--- src/wdrs_consts.svh ---
// Constants of the watchdog and reset-cause block
`ifndef WDRS_CONSTS_SVH
`define WDRS_CONSTS_SVH
// Register byte offsets, low address byte
`define WDRS_OFS_CAUSE     8'h00
`define WDRS_OFS_CTRL      8'h04
`define WDRS_OFS_EVT       8'h08
`define WDRS_OFS_MASK      8'h0C
// Reset-cause flag positions
`define WDRS_CAUSE_POWER   0
`define WDRS_CAUSE_PIN     1
`define WDRS_CAUSE_LOW     2
`define WDRS_CAUSE_TIMEOUT 3
`define WDRS_CAUSE_DEBUG   4
`define WDRS_CAUSE_MSB     4
// Control field positions
`define WDRS_CTRL_WIN      4
`define WDRS_CTRL_EN       3
`define WDRS_CTRL_SEL_MSB  2
// Event status and mask positions
`define WDRS_EVT_TIMEOUT   0
`define WDRS_EVT_LOW       1
`define WDRS_EVT_PIN       2
`define WDRS_EVT_DEBUG     3
`define WDRS_EVT_MSB       3
// Reset values
`define WDRS_CAUSE_RST     5'h01
`define WDRS_SEL_RST       3'h0
`define WDRS_EVT_RST       4'h0
`define WDRS_MASK_RST      4'h0
// Timing counts
`define WDRS_WINDOW_CYCLES 3'h4
`define WDRS_BASE_TICKS    16384
`define WDRS_CNT_W         22
// Synchronised input positions
`define WDRS_IN_PIN        0
`define WDRS_IN_LOW        1
`define WDRS_IN_DEBUG      2
`define WDRS_IN_FUSE       3
`define WDRS_IN_OSC        4
`define WDRS_IN_W          5
`endif

--- src/wdrs_pkg.sv ---
// Types of the watchdog and reset-cause block
package wdrs_pkg;
    typedef logic [2:0] wdrs_sel_t;

    typedef struct packed {
        logic [4:0] cause;
        logic       win;
        logic [2:0] win_cnt;
        logic       en;
        wdrs_sel_t  sel;
        logic [3:0] evt;
        logic [3:0] mask;
        logic       osc_prev;
        logic [2:0] src_prev;
        logic       dph_wr;
        logic [7:0] dph_addr;
        logic [31:0] rdata;
    } wdrs_state_t;
endpackage

--- src/wdrs_wdt_if.sv ---
// Control and expiry signals between register logic and the time-out counter
`timescale 1ns/1ns
interface wdrs_wdt_if;
    import wdrs_pkg::*;
    logic      run;
    wdrs_sel_t sel;
    logic      tick;
    logic      clear;
    logic      expire;
    modport ctl  (output run, output sel, output tick, output clear, input expire);
    modport core (input run, input sel, input tick, input clear, output expire);
endinterface

--- src/wdrs_sync.sv ---
// Two-stage synchroniser for a group of asynchronous inputs
`timescale 1ns/1ns
module wdrs_sync #(
    parameter int WIDTH = 1
) (
    // Clock and reset
    input  wire logic             core_clk,
    input  wire logic             nrst,
    // Data
    input  wire logic [WIDTH-1:0] async_in,
    output logic      [WIDTH-1:0] sync_out
);
    typedef struct packed {
        logic [WIDTH-1:0] meta;
        logic [WIDTH-1:0] sync;
    } wdrs_sync_state_t;

    wdrs_sync_state_t q_r;
    wdrs_sync_state_t q_nxt;

    always_comb begin
        q_nxt      = q_r;
        q_nxt.meta = async_in;
        q_nxt.sync = q_r.meta;
    end

    always_ff @(posedge core_clk or negedge nrst) begin
        if (!nrst) begin
            q_r <= '0;
        end else begin
            q_r <= q_nxt;
        end
    end

    assign sync_out = q_r.sync;
endmodule

--- src/wdrs_wdt_core.sv ---
// Watchdog time-out counter fed by oscillator ticks
`timescale 1ns/1ns
`include "wdrs_consts.svh"
module wdrs_wdt_core import wdrs_pkg::*; #(
    parameter int BASE_TICKS = `WDRS_BASE_TICKS,
    parameter int CNT_W      = `WDRS_CNT_W
) (
    // Clock and reset
    input  wire logic core_clk,
    input  wire logic nrst,
    // Control from register logic
    wdrs_wdt_if.core  wdt
);

    localparam logic [CNT_W-1:0] BASE_V = CNT_W'(BASE_TICKS);

    typedef struct packed {
        logic [CNT_W-1:0] cnt;
        logic             expire;
    } wdrs_core_state_t;

    wdrs_core_state_t q_r;
    wdrs_core_state_t q_nxt;
    logic [CNT_W-1:0] limit;

    always_comb begin
        limit        = (BASE_V << wdt.sel) - 1'b1; // RULE_13
        q_nxt        = q_r;
        q_nxt.expire = 1'b0;
        if (!wdt.run || wdt.clear) begin
            q_nxt.cnt = '0; // RULE_15
        end else if (wdt.tick) begin
            if (q_r.cnt >= limit) begin
                q_nxt.cnt    = '0;
                q_nxt.expire = 1'b1; // RULE_14
            end else begin
                q_nxt.cnt = q_r.cnt + 1'b1; // RULE_17
            end
        end
    end

    always_ff @(posedge core_clk or negedge nrst) begin
        if (!nrst) begin
            q_r <= '0;
        end else begin
            q_r <= q_nxt;
        end
    end

    assign wdt.expire = q_r.expire;
endmodule

--- src/wdrs_top.sv ---
// Watchdog control and reset-cause status with AHB-Lite register access
//
// How it works
// RULE_01: debug-port reset sets flag bit four
// RULE_02: watchdog reset sets flag bit three
// RULE_03: brown-out reset sets flag bit two
// RULE_04: pin reset sets flag bit one
// RULE_05: power-up sets bit zero; zero-write clears
// RULE_06: software reads then clears flags early
// RULE_07: control bits seven to five read zero
// RULE_08: change-window bit self-clears four cycles later
// RULE_09: enable sets freely; clears only in window
// RULE_10: software disables with two timed writes
// RULE_11: always-on level ignores every disable attempt
// RULE_12: time-out select changes only inside window
// RULE_13: select code doubles count from 16K ticks
// RULE_14: expiry gives one-cycle reset pulse
// RULE_15: restart, disable, chip reset clear counter
// RULE_16: always-on level forces enable, reads one
// RULE_17: window in core clock, ticks synchronised
//
// The address map and the AHB-Lite slave port were left to the implementer.
`timescale 1ns/1ns
`include "wdrs_consts.svh"
module wdrs_top import wdrs_pkg::*; #(
    parameter int BASE_TICKS = `WDRS_BASE_TICKS,
    parameter int CNT_W      = `WDRS_CNT_W
) (
    // Clock and reset
    input  wire logic        core_clk,
    input  wire logic        nrst,
    // AHB-Lite slave
    input  wire logic        hsel,
    input  wire logic [31:0] haddr,
    input  wire logic [1:0]  htrans,
    input  wire logic        hwrite,
    input  wire logic [2:0]  hsize,
    input  wire logic [31:0] hwdata,
    input  wire logic        hready,
    output logic             hreadyout,
    output logic             hresp,
    output logic [31:0]      hrdata,
    // Reset sources and fuse, asynchronous
    input  wire logic        pin_reset_in,
    input  wire logic        low_supply_in,
    input  wire logic        debug_reset_in,
    input  wire logic        always_on_fuse,
    // Watchdog oscillator, asynchronous
    input  wire logic        wdt_osc_in,
    // Restart instruction strobe, core clock
    input  wire logic        restart_req,
    // Outputs
    output logic             wdt_reset_pulse,
    output logic             irq
);

    wdrs_state_t           q_r;
    wdrs_state_t           q_nxt;
    logic [`WDRS_IN_W-1:0] raw_in;
    logic [`WDRS_IN_W-1:0] sync_in;
    logic                  pin_s;
    logic                  low_s;
    logic                  dbg_s;
    logic                  lvl2;
    logic                  osc_s;
    logic                  chip_rst;
    logic                  bus_take;
    logic                  wr_cause;
    logic                  wr_ctrl;
    logic                  wr_evt;
    logic                  wr_mask;
    logic [7:0]            wd;
    logic [31:0]           rd_word;
    logic [3:0]            evt_set;

    wdrs_wdt_if wdt ();

    // Input synchronisers
    assign raw_in[`WDRS_IN_PIN]   = pin_reset_in;
    assign raw_in[`WDRS_IN_LOW]   = low_supply_in;
    assign raw_in[`WDRS_IN_DEBUG] = debug_reset_in;
    assign raw_in[`WDRS_IN_FUSE]  = always_on_fuse;
    assign raw_in[`WDRS_IN_OSC]   = wdt_osc_in;

    wdrs_sync #(
        .WIDTH    (`WDRS_IN_W)
    ) u_sync (
        .core_clk (core_clk),
        .nrst     (nrst),
        .async_in (raw_in),
        .sync_out (sync_in)
    );

    assign pin_s = sync_in[`WDRS_IN_PIN];
    assign low_s = sync_in[`WDRS_IN_LOW];
    assign dbg_s = sync_in[`WDRS_IN_DEBUG];
    assign lvl2  = sync_in[`WDRS_IN_FUSE];
    assign osc_s = sync_in[`WDRS_IN_OSC];

    // Time-out counter
    wdrs_wdt_core #(
        .BASE_TICKS (BASE_TICKS),
        .CNT_W      (CNT_W)
    ) u_core (
        .core_clk   (core_clk),
        .nrst       (nrst),
        .wdt        (wdt)
    );

    // Any chip reset source, including own expiry
    assign chip_rst = pin_s | low_s | dbg_s | wdt.expire;

    assign wdt.run   = q_r.en | lvl2; // RULE_16
    assign wdt.sel   = q_r.sel;
    assign wdt.tick  = osc_s & ~q_r.osc_prev; // RULE_17
    assign wdt.clear = restart_req | chip_rst; // RULE_15

    // Bus decode
    assign bus_take = hsel & hready & htrans[1];
    assign wd       = hwdata[7:0];

    always_comb begin
        wr_cause = 1'b0;
        wr_ctrl  = 1'b0;
        wr_evt   = 1'b0;
        wr_mask  = 1'b0;
        if (!q_r.dph_wr) begin
            wr_cause = 1'b0;
        end else if (q_r.dph_addr == `WDRS_OFS_CAUSE) begin
            wr_cause = 1'b1;
        end else if (q_r.dph_addr == `WDRS_OFS_CTRL) begin
            wr_ctrl = 1'b1;
        end else if (q_r.dph_addr == `WDRS_OFS_EVT) begin
            wr_evt = 1'b1;
        end else if (q_r.dph_addr == `WDRS_OFS_MASK) begin
            wr_mask = 1'b1;
        end
    end

    // Read multiplexer
    always_comb begin
        rd_word = 32'h0000_0000;
        if (haddr[7:0] == `WDRS_OFS_CAUSE) begin
            rd_word[`WDRS_CAUSE_MSB:0] = q_r.cause;
        end else if (haddr[7:0] == `WDRS_OFS_CTRL) begin
            rd_word[`WDRS_CTRL_WIN]         = q_r.win;
            rd_word[`WDRS_CTRL_EN]          = q_r.en | lvl2; // RULE_16
            rd_word[`WDRS_CTRL_SEL_MSB:0]   = q_r.sel; // RULE_07
        end else if (haddr[7:0] == `WDRS_OFS_EVT) begin
            rd_word[`WDRS_EVT_MSB:0] = q_r.evt;
        end else if (haddr[7:0] == `WDRS_OFS_MASK) begin
            rd_word[`WDRS_EVT_MSB:0] = q_r.mask;
        end
    end

    // Interrupt events
    always_comb begin
        evt_set                    = 4'h0;
        evt_set[`WDRS_EVT_TIMEOUT] = wdt.expire;
        evt_set[`WDRS_EVT_LOW]     = low_s & ~q_r.src_prev[`WDRS_IN_LOW];
        evt_set[`WDRS_EVT_PIN]     = pin_s & ~q_r.src_prev[`WDRS_IN_PIN];
        evt_set[`WDRS_EVT_DEBUG]   = dbg_s & ~q_r.src_prev[`WDRS_IN_DEBUG];
    end

    always_comb begin
        q_nxt          = q_r;
        q_nxt.osc_prev = osc_s;
        q_nxt.src_prev = {dbg_s, low_s, pin_s};

        // Address phase capture
        q_nxt.dph_wr = bus_take & hwrite;
        if (bus_take) begin
            q_nxt.dph_addr = haddr[7:0];
        end
        if (bus_take && !hwrite) begin
            q_nxt.rdata = rd_word;
        end

        // Reset-cause flags: zero-write clears, a set in the same cycle wins
        if (wr_cause) begin
            q_nxt.cause = q_r.cause & wd[`WDRS_CAUSE_MSB:0]; // RULE_05
        end
        if (dbg_s) begin
            q_nxt.cause[`WDRS_CAUSE_DEBUG] = 1'b1; // RULE_01
        end
        if (wdt.expire) begin
            q_nxt.cause[`WDRS_CAUSE_TIMEOUT] = 1'b1; // RULE_02
        end
        if (low_s) begin
            q_nxt.cause[`WDRS_CAUSE_LOW] = 1'b1; // RULE_03
        end
        if (pin_s) begin
            q_nxt.cause[`WDRS_CAUSE_PIN] = 1'b1; // RULE_04
        end

        // Change window countdown
        if (q_r.win) begin
            if (q_r.win_cnt == 3'h0) begin
                q_nxt.win = 1'b0; // RULE_08
            end else begin
                q_nxt.win_cnt = q_r.win_cnt - 1'b1; // RULE_17
            end
        end

        // Control register write
        if (wr_ctrl) begin
            if (wd[`WDRS_CTRL_EN]) begin
                q_nxt.en = 1'b1; // RULE_09
            end else if (q_r.win && !lvl2) begin
                q_nxt.en = 1'b0; // RULE_11
            end
            if (q_r.win) begin
                q_nxt.sel = wd[`WDRS_CTRL_SEL_MSB:0]; // RULE_12
            end
            if (wd[`WDRS_CTRL_WIN]) begin
                q_nxt.win     = 1'b1;
                q_nxt.win_cnt = `WDRS_WINDOW_CYCLES - 3'h1; // RULE_08
            end else begin
                q_nxt.win = 1'b0;
            end
        end

        // Chip reset restores the control register
        if (chip_rst) begin
            q_nxt.en      = 1'b0;
            q_nxt.sel     = `WDRS_SEL_RST;
            q_nxt.win     = 1'b0;
            q_nxt.win_cnt = 3'h0;
        end

        // Event status: write one clears, a set in the same cycle wins
        if (wr_evt) begin
            q_nxt.evt = q_r.evt & ~wd[`WDRS_EVT_MSB:0];
        end
        q_nxt.evt = q_nxt.evt | evt_set;

        if (wr_mask) begin
            q_nxt.mask = wd[`WDRS_EVT_MSB:0];
        end
    end

    always_ff @(posedge core_clk or negedge nrst) begin
        if (!nrst) begin
            q_r          <= '0;
            q_r.cause    <= `WDRS_CAUSE_RST;
            q_r.sel      <= `WDRS_SEL_RST;
            q_r.evt      <= `WDRS_EVT_RST;
            q_r.mask     <= `WDRS_MASK_RST;
        end else begin
            q_r <= q_nxt;
        end
    end

    // Outputs
    assign hreadyout       = 1'b1;
    assign hresp           = 1'b0;
    assign hrdata          = q_r.rdata;
    assign wdt_reset_pulse = wdt.expire; // RULE_14
    assign irq             = |(q_r.evt & q_r.mask);
endmodule

--- config.mk ---
export PLATFORM = sky130hd
export DESIGN_NAME = wdrs_top
export DESIGN_NICKNAME = d
export VERILOG_FILES = /design/src/wdrs_pkg.sv /design/src/wdrs_wdt_if.sv /design/src/wdrs_sync.sv /design/src/wdrs_wdt_core.sv /design/src/wdrs_top.sv
export VERILOG_INCLUDE_DIRS = /design/src
export SDC_FILE = /design/constraint.sdc
export NUM_CORES = 1
export LEC_CHECK = 0
export BUFFER_PORTS_ARGS = -buffer_cell sky130_fd_sc_hd__buf_2
export CAP_MARGIN = 10
export CORE_ASPECT_RATIO = 2
export CORE_MARGIN = 5
export CORE_UTILIZATION = 52
export DETAILED_ROUTE_END_ITERATION = 8
export PLACE_DENSITY = 0.81
export SLEW_MARGIN = 40
export SYNTH_ARGS = -nofsm -noshare
export SYNTH_HDL_FRONTEND = slang
export SYNTH_SLANG_ARGS = --single-unit
--- constraint.sdc ---
create_clock -name core_clk -period 2.9 [get_ports core_clk]
set_input_delay 0.145 -clock core_clk [delete_from_list [all_inputs] [get_ports core_clk]]
set_output_delay 0.145 -clock core_clk [all_outputs]
set_load 0.03 [all_outputs]
==> results.toml <==
[cells_and_area]
drive_above_1_share_pct = 19.2
post-route-util_pct = 60.1
syn2layout_area_growth_pct = 13.5
final_nets = 498
register_area_um2 = 1800
nFillCells = 609
multi_input_area_um2 = 1770
antenna_cells = 0
fin_cells = 504

[min_path]
min_path_type = "in -> reg"
hold_depth = 2
hp-start = "haddr[7]"

[grt]
grt-busiest-layer = "met2"
grt.met1_usage_pct = 19.5
use_met2_pct = 34.8
grt_max_degree = 73
antenna_found_initial = 0
grt_overflow = 0
grt_pass1_vias = 3012
grt_pass1_wl_um = 14100
grt.total_usage_pct = 19.2
grtUsageMet3_pct = 5.05

[sta]
post-route-period-util_pct = 91.6
finalSetupViolations = 0
finClkSkew_ns = 0.00648
hold_viol = 0
maxClockFrequency_mhz = 376
min_period_ns = 2.66
final_max_slew_viol_count = 0
tightest_slew_ns = 0.717
slew_headroom_pct = 52.1
rsz0062_at_grt = "no"
fin_tns_setup_ns = 0

[clock_tree]
cts.sinks = 72
tritoncts = "built"
post_cts_resized = 0
clk-insertion-delay-late_ns = 0.34
cts_buffers = 9
clk_path_buf_depth = 2
cts_setup_buffers = 0
clk_pin_slew_worst_paths_ns = 0.06
htreeDepth = 3
cts_root_buf = "clkbuf_16"
holdBufCountCts = 6

[setup_path]
startpoint = "wdt.sel[2]"
crit_type = "reg -> reg"
cp_max_fo = 14
critPathCaptureType = "flop"
r2r-start = "wdt.sel[2]"
arrival_ns = 2.87
worstRegToRegCells = 7
startpoint_type = "flop"
rrSetupSlack_ns = 0.24
required_ns = 3.12

[routing]
drtPass1Iterations = 4
drc = 0
vias = 2940
drt_wl_total_um = 8550
drt_iter0_drc = 161
via_per_inst = 5.83
wl_per_cell_um = 17.0
antenna_left = 0

[logic_synthesis]
netlist_instances = 372
postSynthAreaPerCell_um2 = 10.3
synth_area_um2 = 3820
synth_seq_cells = 72
yosysUniqueCellTypes = 58
synth_edf_count = 0
yosysSeqAreaShare_pct = 47.2
synth.yosys.warnings = 0
synth_area_leader_cell = "dfrtp_1"
ys.flop_type = "dfrtp_1"
ys_top_cells_by_area = "dfrtp_1 46%, buf_4 6.7%, nand2_1 3.9%"
synth_top_area_share_pct = 46.5
async_flop_share_pct = 100

[die]
initial_core_util_pct = 53.0
ioPinCount = 116
num_rows = 44
core_area_um2 = 7210
die-height_um = 131
die_width_um = 70.6
dieArea_um2 = 9270

[place]
placedCellCount = 482
io_buffers = 31
dp_hpwl_um = 6010
gp_congestion = 0.790

[pwr]
power.share.switching_pct = 22.2
ir_drop_v = 0.000611
switchingPower_mw = 0.550
power_frac_seq_pct = 42.9
p_clk_share_pct = 50.6
p_per_area_nw_per_um2 = 572
p_leak_nw = 1.90
pwr-share-comb_pct = 6.6
intPower_mw = 1.93

[run_status]
outcome = "finished, final reports clean"

[run]
maxCapViolations = 0
==> sequential cells by signal (all words and copies together) (netlist names) <==
signal             cells
u_core.wdt.expire      1
u_sync.sync_out        5
hrdata                 5
wdt.sel                3
q_r                   31
u_sync.q_nxt           5
u_core.q_r            22
==> kinds of logic (layout without fill, tap and decap cells) <==
kind of cell / after synthesis / after routing / synth area share [%]
muxes: 21 / 21 / 6.88
xor gates and xnor gates: 2 / 2 / 0.458
and+or+nand+nor: 127 / 127 / 17.9
AOI/OAI and AO/OA: 75 / 75 / 14.1
other: 2 / 30 / 0.197
buffers and inverters: 62 / 74 / 9.69
adders and majority gates: 11 / 11 / 3.60
DFF: 72 / 72 / 47.2
==> power groups by stage <==
| stage | logic (mW) | registers (mW) | clock network, mW |
|---|---|---|---|
| 6_report | 0.163 | 1.06 | 1.25 |
| 3_3_place_gp | 0.152 | 1.08 | 0 |
| 5_1_grt | 0.177 | 1.07 | 1.33 |
| 2_1_floorplan | 0.136 | 1.07 | 0 |
| 3_5_place_dp | 0.156 | 1.08 | 0 |
| 4_1_cts | 0.163 | 1.06 | 1.27 |
==> layout make-up <==
cell class                      count  share of cell area [%]
Sequential cell                    72                    41.6
Multi-Input combinational cell    266                    40.7
Timing Repair Buffer               42                    5.91
Clock buffer                       10                    5.28
Tap cell                           92                    2.65
Clock inverter                      6                    2.48
Inverter                           16                    1.38
==> path summary, 6_finish.rpt <==
path                                       to
min reg2reg                u_sync.sync_out[4]
min                                   q_r[39]
max reg2reg                    u_core.q_r[15]
max in group asynchronous             q_r[57]
min in group asynchronous       u_core.q_r[8]
max                            u_core.q_r[15]
==> synthesized netlist by cell type, drive strengths merged, types with 7 or more instances <==
cell / count
dfrtp: 71
nand2: 41
buf: 38
nand3: 21
inv: 16
a21oi: 14
o21ai: 14
mux2: 12
nand4: 12
ha: 11
and3: 9
nor2: 9
clkbuf: 8
nor3: 7
==> cells in the final DEF, fill, tap and decap left out, types with 4 or more instances in the layout <==
master and count:
a31oi_1 6, mux2i_1 6, nand4_1 12, buf_4 4, nor2_1 9, a21oi_1 14, nand2_1 40, ha_1 11
a41oi_1 6, conb_1 30, o21ai_0 14, clkbuf_16 9, dlygate4sd3_1 6, and3_1 9, a22oi_1 5, mux2_2 12
dfrtp_1 71, nand3_1 21, inv_1 16, nor3_1 5, buf_2 31, o31ai_2 4, nand2b_1 6
==> stage by stage <==
step / worst slack [ns] / power (mW) / hold WS, ns / area (µm²)
after global routing: 0.0529 / 2.57 / 0.0484 / 4340
after CTS: 0.243 / 2.50 / 0.0396 / 4340
after global placement: 0.421 / 1.23 / 0.253 / 3940
final: 0.244 / 2.48 / 0.0509 / 4340
after detailed placement: 0.347 / 1.24 / 0.254 / 3940
after floorplan: 0.551 / 1.21 / -0.151 / 3930
==> critical path, cell delays in order, from the launching register on <==
cell	delay (ns)
dfrtp_1	0.48
nand2_1	0.10
ha_1	0.30
a21oi_1	0.15
o21ai_0	0.19
nor4_4	0.54
nand2_2	0.35
o41ai_1	0.42
==> routing by layer <==
| layer | up-vias | share of wire (%) |
|---|---|---|
| li1 | 1358 | - |
| met3 | 27 | 5.8 |
| met5 | - | 0 |
| met4 | 0 | 3.6 |
| met1 | 1450 | 35 |
| met2 | 105 | 55 |
No activity file was read; power rests on OpenSTA's default activity.
